<file path="config.mk">
export PLATFORM = sky130hd
export DESIGN_NAME = ccr_regs
export DESIGN_NICKNAME = d
export VERILOG_FILES = /design/src/ccr_pkg.sv /design/src/ccr_regs.sv /design/src/ccr_sync.sv
export SDC_FILE = /design/constraint.sdc
export NUM_CORES = 1
export LEC_CHECK = 0
export BUFFER_PORTS_ARGS = -buffer_cell sky130_fd_sc_hd__buf_2
export CAP_MARGIN = 5
export CORE_ASPECT_RATIO = 1.75
export CORE_MARGIN = 4
export CORE_UTILIZATION = 53
export CTS_BUF_LIST = sky130_fd_sc_hd__clkbuf_16
export DETAILED_ROUTE_END_ITERATION = 16
export PLACE_DENSITY = 0.85
export SYNTH_ARGS = -nofsm -noshare
export SYNTH_HDL_FRONTEND = slang
export SYNTH_HIERARCHICAL = 1
export SYNTH_SLANG_ARGS = --single-unit
</file>
<file path="constraint.sdc">
create_clock -name mclk -period 4.7 [get_ports mclk]
set_input_delay 0.705 -clock mclk [delete_from_list [all_inputs] [get_ports mclk]]
set_output_delay 0.705 -clock mclk [all_outputs]
set_load 0.03 [all_outputs]
</file>
<file path="src/ccr_pkg.sv">
// constants for the comparator control register bank
package ccr_pkg;
	localparam int          NUM_CMP          = 3;
	localparam logic [7:0]  CTRL_ADDR        = 8'h88;
	localparam logic [7:0]  MODE_ADDR        = 8'h89;
	localparam logic [7:0]  PAGE_CMP0        = 8'h01;
	localparam int          CTRL_EN_BIT      = 7;
	localparam int          CTRL_OUT_BIT     = 6;
	localparam int          CTRL_RISE_BIT    = 5;
	localparam int          CTRL_FALL_BIT    = 4;
	localparam int          CTRL_HYP_LSB     = 2;
	localparam int          CTRL_HYN_LSB     = 0;
	localparam int          MODE_RIE_BIT     = 5;
	localparam int          MODE_FIE_BIT     = 4;
	localparam int          MODE_MD_LSB      = 0;
	localparam logic [7:0]  CTRL_RESET       = 8'h00;
	localparam logic [7:0]  MODE_RESET       = 8'h02;
	localparam logic [7:0]  MODE_WMASK       = 8'h33;
endpackage : ccr_pkg

</file>
<file path="src/ccr_regs.sv">
// comparator control and mode registers on the special function register bus
`timescale 1ns/1ps
// Summary of operation
// - control bit 7 enables the comparator.
// - control bit 6 reads the live synchronised comparator result while enabled, and zero while disabled.
// - control bit 5 sets on a rising result edge, sticky until cleared.
// - control bit 4 sets on a falling result edge, sticky until cleared.
// - control bits 3-2 select positive hysteresis, driven to the analog side.
// - control bits 1-0 select negative hysteresis, driven to the analog side.
// - control registers decode at 0x88, comparator chosen by page 1, 2, 3.
// - mode registers decode at 0x89, comparator chosen by page 1, 2, 3.
// - mode bit 5 enables the rising-edge interrupt.
// - mode bit 4 enables the falling-edge interrupt; both may be on.
// - mode bits 1-0 select response time; mode resets to 0x02.
// - mode bits 7-6 and 3-2 read zero and ignore writes.
// - interrupt asserts only with edge enable and extended enable both set.
// - a disabled comparator drives its crossbar output low.
module ccr_regs (
	input  wire logic        mclk,
	input  wire logic        reset_n,
	input  wire logic [7:0]  sfr_addr,
	input  wire logic [7:0]  sfr_page,
	input  wire logic        sfr_wr,
	input  wire logic        sfr_rd,
	input  wire logic [7:0]  sfr_wdata,
	output logic      [7:0]  sfr_rdata,
	output logic             sfr_hit,
	input  wire logic [2:0]  cmp_raw,
	input  wire logic [2:0]  cmp_irq_global_en,
	output logic      [2:0]  cmp_enable,
	output logic      [5:0]  pos_hysteresis_sel,
	output logic      [5:0]  neg_hysteresis_sel,
	output logic      [5:0]  response_time_sel,
	output logic      [2:0]  cmp_pin_out,
	output logic      [2:0]  cmp_irq
);
	logic [7:0] ctrl_q [3];
	logic [7:0] mode_q [3];
	logic [2:0] res_sync;
	logic [2:0] res_prev_q;
	logic [2:0] sel_idx;
	logic [2:0] ctrl_sel;
	logic [2:0] mode_sel;
	logic [2:0] rise_evt;
	logic [2:0] fall_evt;
	logic [7:0] rdata_d;
	logic [7:0] rdata_q;
	logic [7:0] rdata_parts [3];

	// page 1..3 maps to comparator 0..2
	function automatic logic [2:0] page_onehot(input logic [7:0] page);
		logic [2:0] r;
		r = 3'h0;
		if (page == ccr_pkg::PAGE_CMP0) r = 3'h1;
		if (page == ccr_pkg::PAGE_CMP0 + 8'h01) r = 3'h2;
		if (page == ccr_pkg::PAGE_CMP0 + 8'h02) r = 3'h4;
		return r;
	endfunction : page_onehot

	assign sel_idx  = page_onehot(sfr_page);
	assign ctrl_sel = (sfr_addr == ccr_pkg::CTRL_ADDR) ? sel_idx : 3'h0;
	assign mode_sel = (sfr_addr == ccr_pkg::MODE_ADDR) ? sel_idx : 3'h0;
	assign sfr_hit  = |{ctrl_sel, mode_sel};

	genvar g;
	generate
		for (g = 0; g < ccr_pkg::NUM_CMP; g++) begin : g_cmp
			logic [7:0] ctrl_rd;
			logic       rise_d;
			logic       fall_d;

			ccr_sync u_sync (
				.mclk    (mclk),
				.reset_n (reset_n),
				.async_in(cmp_raw[g]),
				.level_q (res_sync[g])
			);

			// edges only counted while enabled, so power-up glitches are ignored
			assign rise_evt[g] = ctrl_q[g][ccr_pkg::CTRL_EN_BIT] & res_sync[g] & ~res_prev_q[g];
			assign fall_evt[g] = ctrl_q[g][ccr_pkg::CTRL_EN_BIT] & ~res_sync[g] & res_prev_q[g];
			// set wins over a same-cycle clear
			assign rise_d = rise_evt[g] | (ctrl_sel[g] & sfr_wr ? sfr_wdata[ccr_pkg::CTRL_RISE_BIT]
				: ctrl_q[g][ccr_pkg::CTRL_RISE_BIT]);
			assign fall_d = fall_evt[g] | (ctrl_sel[g] & sfr_wr ? sfr_wdata[ccr_pkg::CTRL_FALL_BIT]
				: ctrl_q[g][ccr_pkg::CTRL_FALL_BIT]);
			assign ctrl_rd = {ctrl_q[g][ccr_pkg::CTRL_EN_BIT], res_sync[g] & ctrl_q[g][ccr_pkg::CTRL_EN_BIT],
				ctrl_q[g][ccr_pkg::CTRL_RISE_BIT:0]};

			always_ff @(posedge mclk or negedge reset_n) begin
				if (!reset_n) begin
					ctrl_q[g]     <= ccr_pkg::CTRL_RESET;
					mode_q[g]     <= ccr_pkg::MODE_RESET;
					res_prev_q[g] <= 1'b0;
				end else begin
					res_prev_q[g] <= res_sync[g];
					ctrl_q[g][ccr_pkg::CTRL_RISE_BIT] <= rise_d;
					ctrl_q[g][ccr_pkg::CTRL_FALL_BIT] <= fall_d;
					ctrl_q[g][ccr_pkg::CTRL_OUT_BIT] <= 1'b0;
					if (ctrl_sel[g] && sfr_wr) begin
						ctrl_q[g][ccr_pkg::CTRL_EN_BIT] <= sfr_wdata[ccr_pkg::CTRL_EN_BIT];
						ctrl_q[g][3:0] <= sfr_wdata[3:0];
					end
					if (mode_sel[g] && sfr_wr) begin
						mode_q[g] <= sfr_wdata & ccr_pkg::MODE_WMASK;
					end
				end
			end

			assign cmp_enable[g]              = ctrl_q[g][ccr_pkg::CTRL_EN_BIT];
			assign pos_hysteresis_sel[2*g+:2] = ctrl_q[g][ccr_pkg::CTRL_HYP_LSB+:2];
			assign neg_hysteresis_sel[2*g+:2] = ctrl_q[g][ccr_pkg::CTRL_HYN_LSB+:2];
			assign response_time_sel[2*g+:2]  = mode_q[g][ccr_pkg::MODE_MD_LSB+:2];
			assign cmp_pin_out[g] = ctrl_q[g][ccr_pkg::CTRL_EN_BIT] & res_sync[g];
			assign cmp_irq[g] = cmp_irq_global_en[g] &
				((mode_q[g][ccr_pkg::MODE_RIE_BIT] & ctrl_q[g][ccr_pkg::CTRL_RISE_BIT]) |
				 (mode_q[g][ccr_pkg::MODE_FIE_BIT] & ctrl_q[g][ccr_pkg::CTRL_FALL_BIT]));

			// read data mux contribution; the two address decodes never overlap
			assign rdata_parts[g] = mode_sel[g] ? mode_q[g] : (ctrl_sel[g] ? ctrl_rd : 8'h00);

			// the read port is registered, so read-back checks look one edge later
			property p_rd_enable;
				@(posedge mclk) disable iff (!reset_n)
				(ctrl_sel[g] && sfr_rd) |=> (sfr_rdata[ccr_pkg::CTRL_EN_BIT] == $past(cmp_enable[g]));
			endproperty
			a_rd_enable: assert property (p_rd_enable) else $error("enable bit not read back");

			property p_rd_result;
				@(posedge mclk) disable iff (!reset_n)
				(ctrl_sel[g] && sfr_rd) |=> (sfr_rdata[ccr_pkg::CTRL_OUT_BIT] == $past(res_sync[g] && cmp_enable[g]));
			endproperty
			a_rd_result: assert property (p_rd_result) else $error("result bit not read back");

			property p_rd_mode_zero;
				@(posedge mclk) disable iff (!reset_n)
				(mode_sel[g] && sfr_rd) |=> ((sfr_rdata & ~ccr_pkg::MODE_WMASK) == 8'h00);
			endproperty
			a_rd_mode_zero: assert property (p_rd_mode_zero) else $error("unused mode bits read set");

			property p_rd_mode_time;
				@(posedge mclk) disable iff (!reset_n)
				(mode_sel[g] && sfr_rd) |=> (sfr_rdata[ccr_pkg::MODE_MD_LSB+:2] == $past(response_time_sel[2*g+:2]));
			endproperty
			a_rd_mode_time: assert property (p_rd_mode_time) else $error("response time not read back");

			property p_pos_hys_write;
				@(posedge mclk) disable iff (!reset_n)
				(ctrl_sel[g] && sfr_wr) |=> (pos_hysteresis_sel[2*g+:2] == $past(sfr_wdata[ccr_pkg::CTRL_HYP_LSB+:2]));
			endproperty
			a_pos_hys_write: assert property (p_pos_hys_write) else $error("positive hysteresis not written");

			property p_neg_hys_write;
				@(posedge mclk) disable iff (!reset_n)
				(ctrl_sel[g] && sfr_wr) |=> (neg_hysteresis_sel[2*g+:2] == $past(sfr_wdata[ccr_pkg::CTRL_HYN_LSB+:2]));
			endproperty
			a_neg_hys_write: assert property (p_neg_hys_write) else $error("negative hysteresis not written");

			property p_ctrl_hold;
				@(posedge mclk) disable iff (!reset_n)
				!(ctrl_sel[g] && sfr_wr) |=> ($stable(cmp_enable[g]) && $stable(pos_hysteresis_sel[2*g+:2])
					&& $stable(neg_hysteresis_sel[2*g+:2]));
			endproperty
			a_ctrl_hold: assert property (p_ctrl_hold) else $error("control field moved without a write");

			property p_mode_hold;
				@(posedge mclk) disable iff (!reset_n)
				!(mode_sel[g] && sfr_wr) |=> $stable(mode_q[g]);
			endproperty
			a_mode_hold: assert property (p_mode_hold) else $error("mode moved without a write");

			property p_irq_en_write;
				@(posedge mclk) disable iff (!reset_n)
				(mode_sel[g] && sfr_wr) |=> ((mode_q[g][ccr_pkg::MODE_RIE_BIT] == $past(sfr_wdata[ccr_pkg::MODE_RIE_BIT]))
					&& (mode_q[g][ccr_pkg::MODE_FIE_BIT] == $past(sfr_wdata[ccr_pkg::MODE_FIE_BIT])));
			endproperty
			a_irq_en_write: assert property (p_irq_en_write) else $error("edge enables not written");

			property p_rise_flag;
				@(posedge mclk) disable iff (!reset_n)
				rise_evt[g] |=> ctrl_q[g][ccr_pkg::CTRL_RISE_BIT];
			endproperty
			a_rise_flag: assert property (p_rise_flag) else $error("rise flag not set");

			property p_fall_flag;
				@(posedge mclk) disable iff (!reset_n)
				fall_evt[g] |=> ctrl_q[g][ccr_pkg::CTRL_FALL_BIT];
			endproperty
			a_fall_flag: assert property (p_fall_flag) else $error("fall flag not set");

			property p_fall_sticky;
				@(posedge mclk) disable iff (!reset_n)
				(ctrl_q[g][ccr_pkg::CTRL_FALL_BIT] && !(ctrl_sel[g] && sfr_wr)) |=> ctrl_q[g][ccr_pkg::CTRL_FALL_BIT];
			endproperty
			a_fall_sticky: assert property (p_fall_sticky) else $error("fall flag dropped");

			// a comparator that is off may glitch while it powers up, so it must not flag
			property p_quiet_off;
				@(posedge mclk) disable iff (!reset_n)
				(!cmp_enable[g] && !(ctrl_sel[g] && sfr_wr)) |=>
					($stable(ctrl_q[g][ccr_pkg::CTRL_RISE_BIT]) && $stable(ctrl_q[g][ccr_pkg::CTRL_FALL_BIT]));
			endproperty
			a_quiet_off: assert property (p_quiet_off) else $error("flag moved while disabled");

			property p_irq_rise;
				@(posedge mclk) disable iff (!reset_n)
				(cmp_irq_global_en[g] && mode_q[g][ccr_pkg::MODE_RIE_BIT] && ctrl_q[g][ccr_pkg::CTRL_RISE_BIT]) |-> cmp_irq[g];
			endproperty
			a_irq_rise: assert property (p_irq_rise) else $error("rise interrupt missing");

			property p_irq_fall;
				@(posedge mclk) disable iff (!reset_n)
				(cmp_irq_global_en[g] && mode_q[g][ccr_pkg::MODE_FIE_BIT] && ctrl_q[g][ccr_pkg::CTRL_FALL_BIT]) |-> cmp_irq[g];
			endproperty
			a_irq_fall: assert property (p_irq_fall) else $error("fall interrupt missing");

			property p_irq_global;
				@(posedge mclk) disable iff (!reset_n)
				!cmp_irq_global_en[g] |-> !cmp_irq[g];
			endproperty
			a_irq_global: assert property (p_irq_global) else $error("interrupt without extended enable");

			property p_pin_follows;
				@(posedge mclk) disable iff (!reset_n)
				cmp_enable[g] |-> (cmp_pin_out[g] == res_sync[g]);
			endproperty
			a_pin_follows: assert property (p_pin_follows) else $error("pin does not follow result");
		end
	endgenerate

	assign rdata_d   = rdata_parts[0] | rdata_parts[1] | rdata_parts[2];
	assign sfr_rdata = rdata_q;

	// registered read data; unmapped reads return zero
	always_ff @(posedge mclk or negedge reset_n) begin
		if (!reset_n) begin
			rdata_q <= 8'h00;
		end else if (sfr_rd) begin
			rdata_q <= rdata_d;
		end
	end

	// a rising edge on an enabled comparator sets its flag next cycle
	property p_rise_sets;
		@(posedge mclk) disable iff (!reset_n)
		rise_evt[0] |=> ctrl_q[0][ccr_pkg::CTRL_RISE_BIT];
	endproperty
	a_rise_sets: assert property (p_rise_sets) else $error("rise flag not set");

	property p_fall_sets;
		@(posedge mclk) disable iff (!reset_n)
		fall_evt[0] |=> ctrl_q[0][ccr_pkg::CTRL_FALL_BIT];
	endproperty
	a_fall_sets: assert property (p_fall_sets) else $error("fall flag not set");

	property p_set_beats_clear;
		@(posedge mclk) disable iff (!reset_n)
		(rise_evt[2] && ctrl_sel[2] && sfr_wr && !sfr_wdata[5]) |=> ctrl_q[2][5];
	endproperty
	a_set_beats_clear: assert property (p_set_beats_clear) else $error("clear beat set");

	property p_sticky;
		@(posedge mclk) disable iff (!reset_n)
		(ctrl_q[0][5] && !(ctrl_sel[0] && sfr_wr)) |=> ctrl_q[0][5];
	endproperty
	a_sticky: assert property (p_sticky) else $error("rise flag dropped");

	property p_pin_low_off;
		@(posedge mclk) disable iff (!reset_n)
		!cmp_enable[1] |-> !cmp_pin_out[1];
	endproperty
	a_pin_low_off: assert property (p_pin_low_off) else $error("disabled pin not low");

	property p_irq_gate;
		@(posedge mclk) disable iff (!reset_n)
		cmp_irq[0] |-> (cmp_irq_global_en[0] && (mode_q[0][5] || mode_q[0][4]));
	endproperty
	a_irq_gate: assert property (p_irq_gate) else $error("irq without enable");

	property p_mode_unused_zero;
		@(posedge mclk) disable iff (!reset_n)
		(mode_q[2] & ~ccr_pkg::MODE_WMASK) == 8'h00;
	endproperty
	a_mode_unused_zero: assert property (p_mode_unused_zero) else $error("unused mode bits set");

	property p_mode_write;
		@(posedge mclk) disable iff (!reset_n)
		(mode_sel[1] && sfr_wr) |=> (response_time_sel[3:2] == $past(sfr_wdata[1:0]));
	endproperty
	a_mode_write: assert property (p_mode_write) else $error("response time not written");

	property p_enable_write;
		@(posedge mclk) disable iff (!reset_n)
		(ctrl_sel[2] && sfr_wr) |=> (cmp_enable[2] == $past(sfr_wdata[7]));
	endproperty
	a_enable_write: assert property (p_enable_write) else $error("enable not written");

	property p_edge_from_sync;
		@(posedge mclk) disable iff (!reset_n)
		(cmp_enable[0] && $rose(res_sync[0])) |=> (ctrl_q[0][ccr_pkg::CTRL_RISE_BIT]
			&& (cmp_irq[0] || !(cmp_irq_global_en[0] && mode_q[0][ccr_pkg::MODE_RIE_BIT])));
	endproperty
	a_edge_from_sync: assert property (p_edge_from_sync) else $error("edge missed");

	// unmapped reads return zero so software probing other pages sees a clean bus
	property p_unmapped_read;
		@(posedge mclk) disable iff (!reset_n)
		(sfr_rd && !sfr_hit) |=> (sfr_rdata == 8'h00);
	endproperty
	a_unmapped_read: assert property (p_unmapped_read) else $error("unmapped read not zero");

	property p_rdata_hold;
		@(posedge mclk) disable iff (!reset_n)
		!sfr_rd |=> $stable(sfr_rdata);
	endproperty
	a_rdata_hold: assert property (p_rdata_hold) else $error("read data moved without a read");
endmodule : ccr_regs

</file>
<file path="src/ccr_sync.sv">
// three-stage synchroniser with agreement filter for one comparator output
`timescale 1ns/1ps
module ccr_sync (
	input  wire logic mclk,
	input  wire logic reset_n,
	input  wire logic async_in,
	output logic      level_q
);
	logic s1_q;
	logic s2_q;
	logic s3_q;

	// s1 feeds only s2; level moves only when s2 and s3 agree
	always_ff @(posedge mclk or negedge reset_n) begin
		if (!reset_n) begin
			s1_q    <= 1'b0;
			s2_q    <= 1'b0;
			s3_q    <= 1'b0;
			level_q <= 1'b0;
		end else begin
			s1_q <= async_in;
			s2_q <= s1_q;
			s3_q <= s2_q;
			if (s2_q == s3_q) begin
				level_q <= s3_q;
			end
		end
	end
endmodule : ccr_sync

</file>
* Yosys cells after proc, flatten, opt, wreduce, memory -nomap -nowiden
Index checks and enable logic that the tools add are counted.
Storage, ports and cells: logic and storage cells 98, input bits 34, bits in registers 56
Cells by class: mux-type cells 17, eq/ne operators 8, bitwise operators 41, reduce and logical (&&, ||, !) cells 7
Operators by type and width (count):
- $mux W8 | 6
- $and A1 B1 Y1 | 24
- $eq A8 B2 Y1 const B | 2
- $eq A8 B8 Y1 const B | 2
- $or A8 B8 Y8 | 2
- $mux W3 | 3
- $or A1 B1 Y1 | 9
- $eq A8 B1 Y1 const B | 1
- $mux W1 | 7
- $logic_and A1 B1 Y1 | 6
- $not A1 Y1 | 6
- $reduce_or A6 Y1 | 1
- $eq A1 B1 Y1 | 3
- $mux W2 | 1

* Depth between registers and ports, before layout
depth in word-level cells 9, gate-level depth with buffers 6, mapped depth without buffers 4

* Modules after synthesis
The synthesis kept the hierarchy.
Modules (own cells, without submodules):
- ccr_regs | cells an instance 211, sequential area each 1104.8 um2, area each 2367.3 um2, times used 1
- ccr_sync | cells an instance 5, sequential area each 100.1 um2, area each 111.4 um2, times used 3

* Least setup slack after synthesis
OpenSTA, ideal clock, no wires.
kind input -> output, start point in sfr_addr[5], end point out sfr_hit, path buffers 1, path slack 1646 ps, required time 3995 ps, stages 4, arrival 2349 ps, path through or4b_4 > or4b_1 > buf_2 > nor2_1
Between the ends: longest elaborated chain between the ends 3
RTL lines:
- from (decl) | line ccr_regs.sv:21 | input wire logic [7:0] sfr_addr,
- $eq A8 B8 Y1, on equally long branches | line ccr_regs.sv:61, ccr_regs.sv:62
- $mux W3, on equally long branches | line ccr_regs.sv:61, ccr_regs.sv:62
- $reduce_or A6 Y1 * | line ccr_regs.sv:63 | assign sfr_hit = |{ctrl_sel, mode_sel};
- to (decl) | line ccr_regs.sv:27 | output logic sfr_hit,
Every way passes the cells marked *; elsewhere a longest branch is shown, timed or not.

* Final worst setup path
Ends and elaborated chain as after synthesis.

==> results.py <==
metrics = {
    "finish": {
        "nNetsFinal": 307,
        "diodes": 0,
        "multi_input_area_mm2": 0.001069,
        "area_growth_pct": 13.62,
        "drive_above_1_share_pct": 44.53,
        "seq_area_mm2": 0.001405,
        "n_fill_cell": 389,
    },
    "worst_setup_path": {
        "cp_data_required_time_ns": 3.99,
        "reg2reg_slack_ns": 3.34,
        "worst-path-buf-inv": 2,
        "cp-start-kind": "primary input",
        "crit_type": "primary input to primary output",
        "arrival_ns": 2.48,
        "reg2reg_from": "cmp_enable[0]",
        "crit_path_frequent_cell": "buf_2",
        "r2r_end": "sfr_rdata[6]",
        "cp-end-kind": "primary output",
        "critPathSlowestCell": "or4b_1",
        "slowest_delay_ns": 0.71,
        "critPathMaxFanout": 9,
        "critPathLaunch": "sfr_addr[5]",
        "path_cells": "buf_2, or4b_4, or4b_1, nor2_1, buf_2",
        "reg2reg_depth": 4,
        "critical-path-top-delay-family": "simple AND/OR/NAND/NOR gates",
    },
    "floorplanning": {
        "core-area_mm2": 0.004977,
        "io_pins": 70,
        "die_h_um": 102.4,
        "rows": 34,
        "die_area_mm2": 0.006348,
        "die_w_um": 61.97,
        "initial_core_util_pct": 54.27,
    },
    "yosys": {
        "synth_area_mm2": 0.002701,
        "yosys_warnings": 6,
        "yosysMostFrequentCell": "dfrtp_1",
        "synth_cells": 226,
        "synth_edf_count": 0,
        "synth-async-reset-ratio_pct": 100.0,
        "synth.yosys.seq_area_share_pct": 52.01,
        "postSynthAreaPerCell_um2": 11.95,
        "yosysUniqueCellTypes": 45,
        "yosys-top-cells-area": "dfrtp_1 (49%), mux2_2 (11%), buf_4 (5.8%), dfstp_2 (2.9%), mux2_4 (2.8%)",
        "ys_ff_latch": 56,
        "synth.largest_area_cell": "dfrtp_1",
        "yosys-top-cells-count": "dfrtp_1 (53), mux2_2 (27), buf_4 (21)",
        "netlist.area_leader.share_pct": 49.10,
        "syn-num-nets": 260,
        "synthFlopType": "dfrtp_1",
    },
    "timing": {
        "timing.slew.headroom_pct": 53.86,
        "hold_viol": 0,
        "fmax_mhz": 314.5,
        "rsz0062_at_grt": "no",
        "tightest_slew_ns": 0.6858,
        "fin_skew_ns": 0.008106,
        "fin_crit_ns": 3.180,
        "setup_tns_ns": 0,
        "final_max_slew_viol_count": 0,
        "setup_viol": 0,
        "fin_crit_sh_pct": 67.66,
    },
    "global_route": {
        "grt_pass1_vias": 1957,
        "gr-total-overflow": 0,
        "grt_usage_pct": 20.16,
        "grt_max_degree": 57,
        "antenna_found_initial": 0,
        "grt_pass1_wl_um": 9342,
    },
    "clock_tree": {
        "cts-root-buf": "clkbuf_16",
        "numCtsBuffers": 5,
        "cts_tree": "built",
        "ctsResizeCount": 0,
        "ctsHtreeMaxLevel": 2,
        "cts_setup_buffers": 0,
        "clock_sinks": 56,
        "cts.clk_slew.worst_paths_ns": 0.07,
        "insertion_delay_ns": 0.29,
        "holdBufCountCts": 0,
        "ctsLongestPathBuffers": 2,
    },
    "detailed_routing": {
        "wl_per_cell_um": 18.27,
        "dr.pass1.iters": 4,
        "ant_nets": 0,
        "routed_via_density": 5.924,
        "wirelength_um": 5991,
        "drc": 0,
        "dr_total_vias": 1943,
        "drtIter0Drc": 112,
    },
    "worst_hold_path": {
        "holdCritPathClass": "register to register",
        "min_path_cells": 0,
        "holdCritStartpoint": "g_cmp[1].u_sync/s1_q",
        "min_to": "g_cmp[1].u_sync/s2_q",
    },
    "place": {
        "placement.io_buffers": 68,
        "routabilityCongestion": 0.8836,
        "dpl.hpwl_um": 4449,
    },
    "run_status": {
        "outcome": "completed",
    },
    "power_and_ir_drop": {
        "total_power_mw": 0.9376,
        "powerDensity_mw_per_mm2": 305.5,
        "irDropWorstVdd_uv": 332.8,
        "p_leak_nw": 1.537,
    },
    "flow_run": {
        "max-cap-violations": 0,
    },
}
per-stage QoR:
step	cells	area, um^2	hold slack, ns	util, %	worst slack, ns
2_1_floorplan	226	2701	0.3312	-	1.646
3_3_place_gp	320	2923	0.3349	58.72	1.530
3_5_place_dp	320	2923	0.3381	58.72	1.508
4_1_cts	328	3069	0.3540	61.66	1.520
5_1_grt	328	3069	0.3604	61.66	1.442
6_report	328	3069	0.3501	61.66	1.520
logic make-up (layout without fill, tap and decap cells):
group / after synthesis / after routing / synth area share [%]
compound gates: 35 / 35 / 9.495
fa+ha+maj: 3 / 3 / 1.250
buf+inv: 37 / 85 / 8.430
flops: 56 / 56 / 52.01
mux: 36 / 36 / 16.44
simple gates: 59 / 59 / 12.37
sequential cells by signal (all words and copies together), names as in the netlist:
name / flops
g_cmp.u_sync/level_q: 3
g_cmp.u_sync/s1_q: 3
neg_hysteresis_sel: 6
g_cmp.u_sync/s2_q: 3
sfr_rdata: 8
g_cmp.u_sync/s3_q: 3
res_prev_q: 3
cmp_enable: 3
pos_hysteresis_sel: 6
response_time_sel: 6
mode_q: 6
ctrl_q: 6
layout by cell type (no fill, tap or decap), drive strengths merged, types with 2 or more instances in the layout:
master / n
maj3: 3
inv: 8
a31oi: 2
mux2i: 2
nand2: 9
or4b: 2
o211ai: 2
clkbuf: 5
dfrtp: 53
a32oi: 2
nor3: 4
nand3b: 2
dfstp: 3
o221ai: 2
a21oi: 6
or3b: 2
mux4: 2
nor2: 15
a22oi: 6
o21ai: 3
nand3: 4
buf: 70
nor4: 3
a22o: 6
mux2: 32
a32o: 2
o31ai: 2
nor2b: 8
worst register-to-register path, delay by kind of cell, from the launching register on:
kind | cells | cell delay [ns]
simple gates | 1 | 0.12
flops | 1 | 0.43
compound gates | 3 | 0.68
how the worst max path moves through the flow:
| stage | end | depth (start not counted) | slack [ns] |
|---|---|---|---|
| 2_1_floorplan | sfr_hit | 4 | 1.65 |
| 3_3_place_gp | neg_hysteresis_sel[5] | 5 | 1.53 |
| 3_5_place_dp | pos_hysteresis_sel[5] | 5 | 1.51 |
| 4_1_cts | sfr_hit | 5 | 1.52 |
| 5_1_grt | sfr_hit | 5 | 1.44 |
| 6_report | sfr_hit | 5 | 1.52 |
power by group:
| group | switching [mW] | internal [mW] | total (mW) |
|---|---|---|---|
| sequential | 0.00873 | 0.494 | 0.503 |
| combinational | 0.0428 | 0.0256 | 0.0684 |
| clock | 0.168 | 0.199 | 0.366 |
| total | 0.219 | 0.719 | 0.938 |
per-layer routing:
layer  GRT usage (%)  routed length (um)  vias up
met4           8.824                 167        0
met2           35.14                3235       85
met1           22.96                2196      954
li1                -                   -      891
met3           3.793                 391       13
met5               0                   0        -
final cells by class:
type                       count  area share [%]
tap                           54           2.201
sequential                    56           45.78
clock inverter                 3          0.6930
inverter                       7          0.8561
multi-input combinational    133           34.81
clock buffer                   5           4.077
timing repair buffer          70           11.58
(Power assumes the default switching activity.)
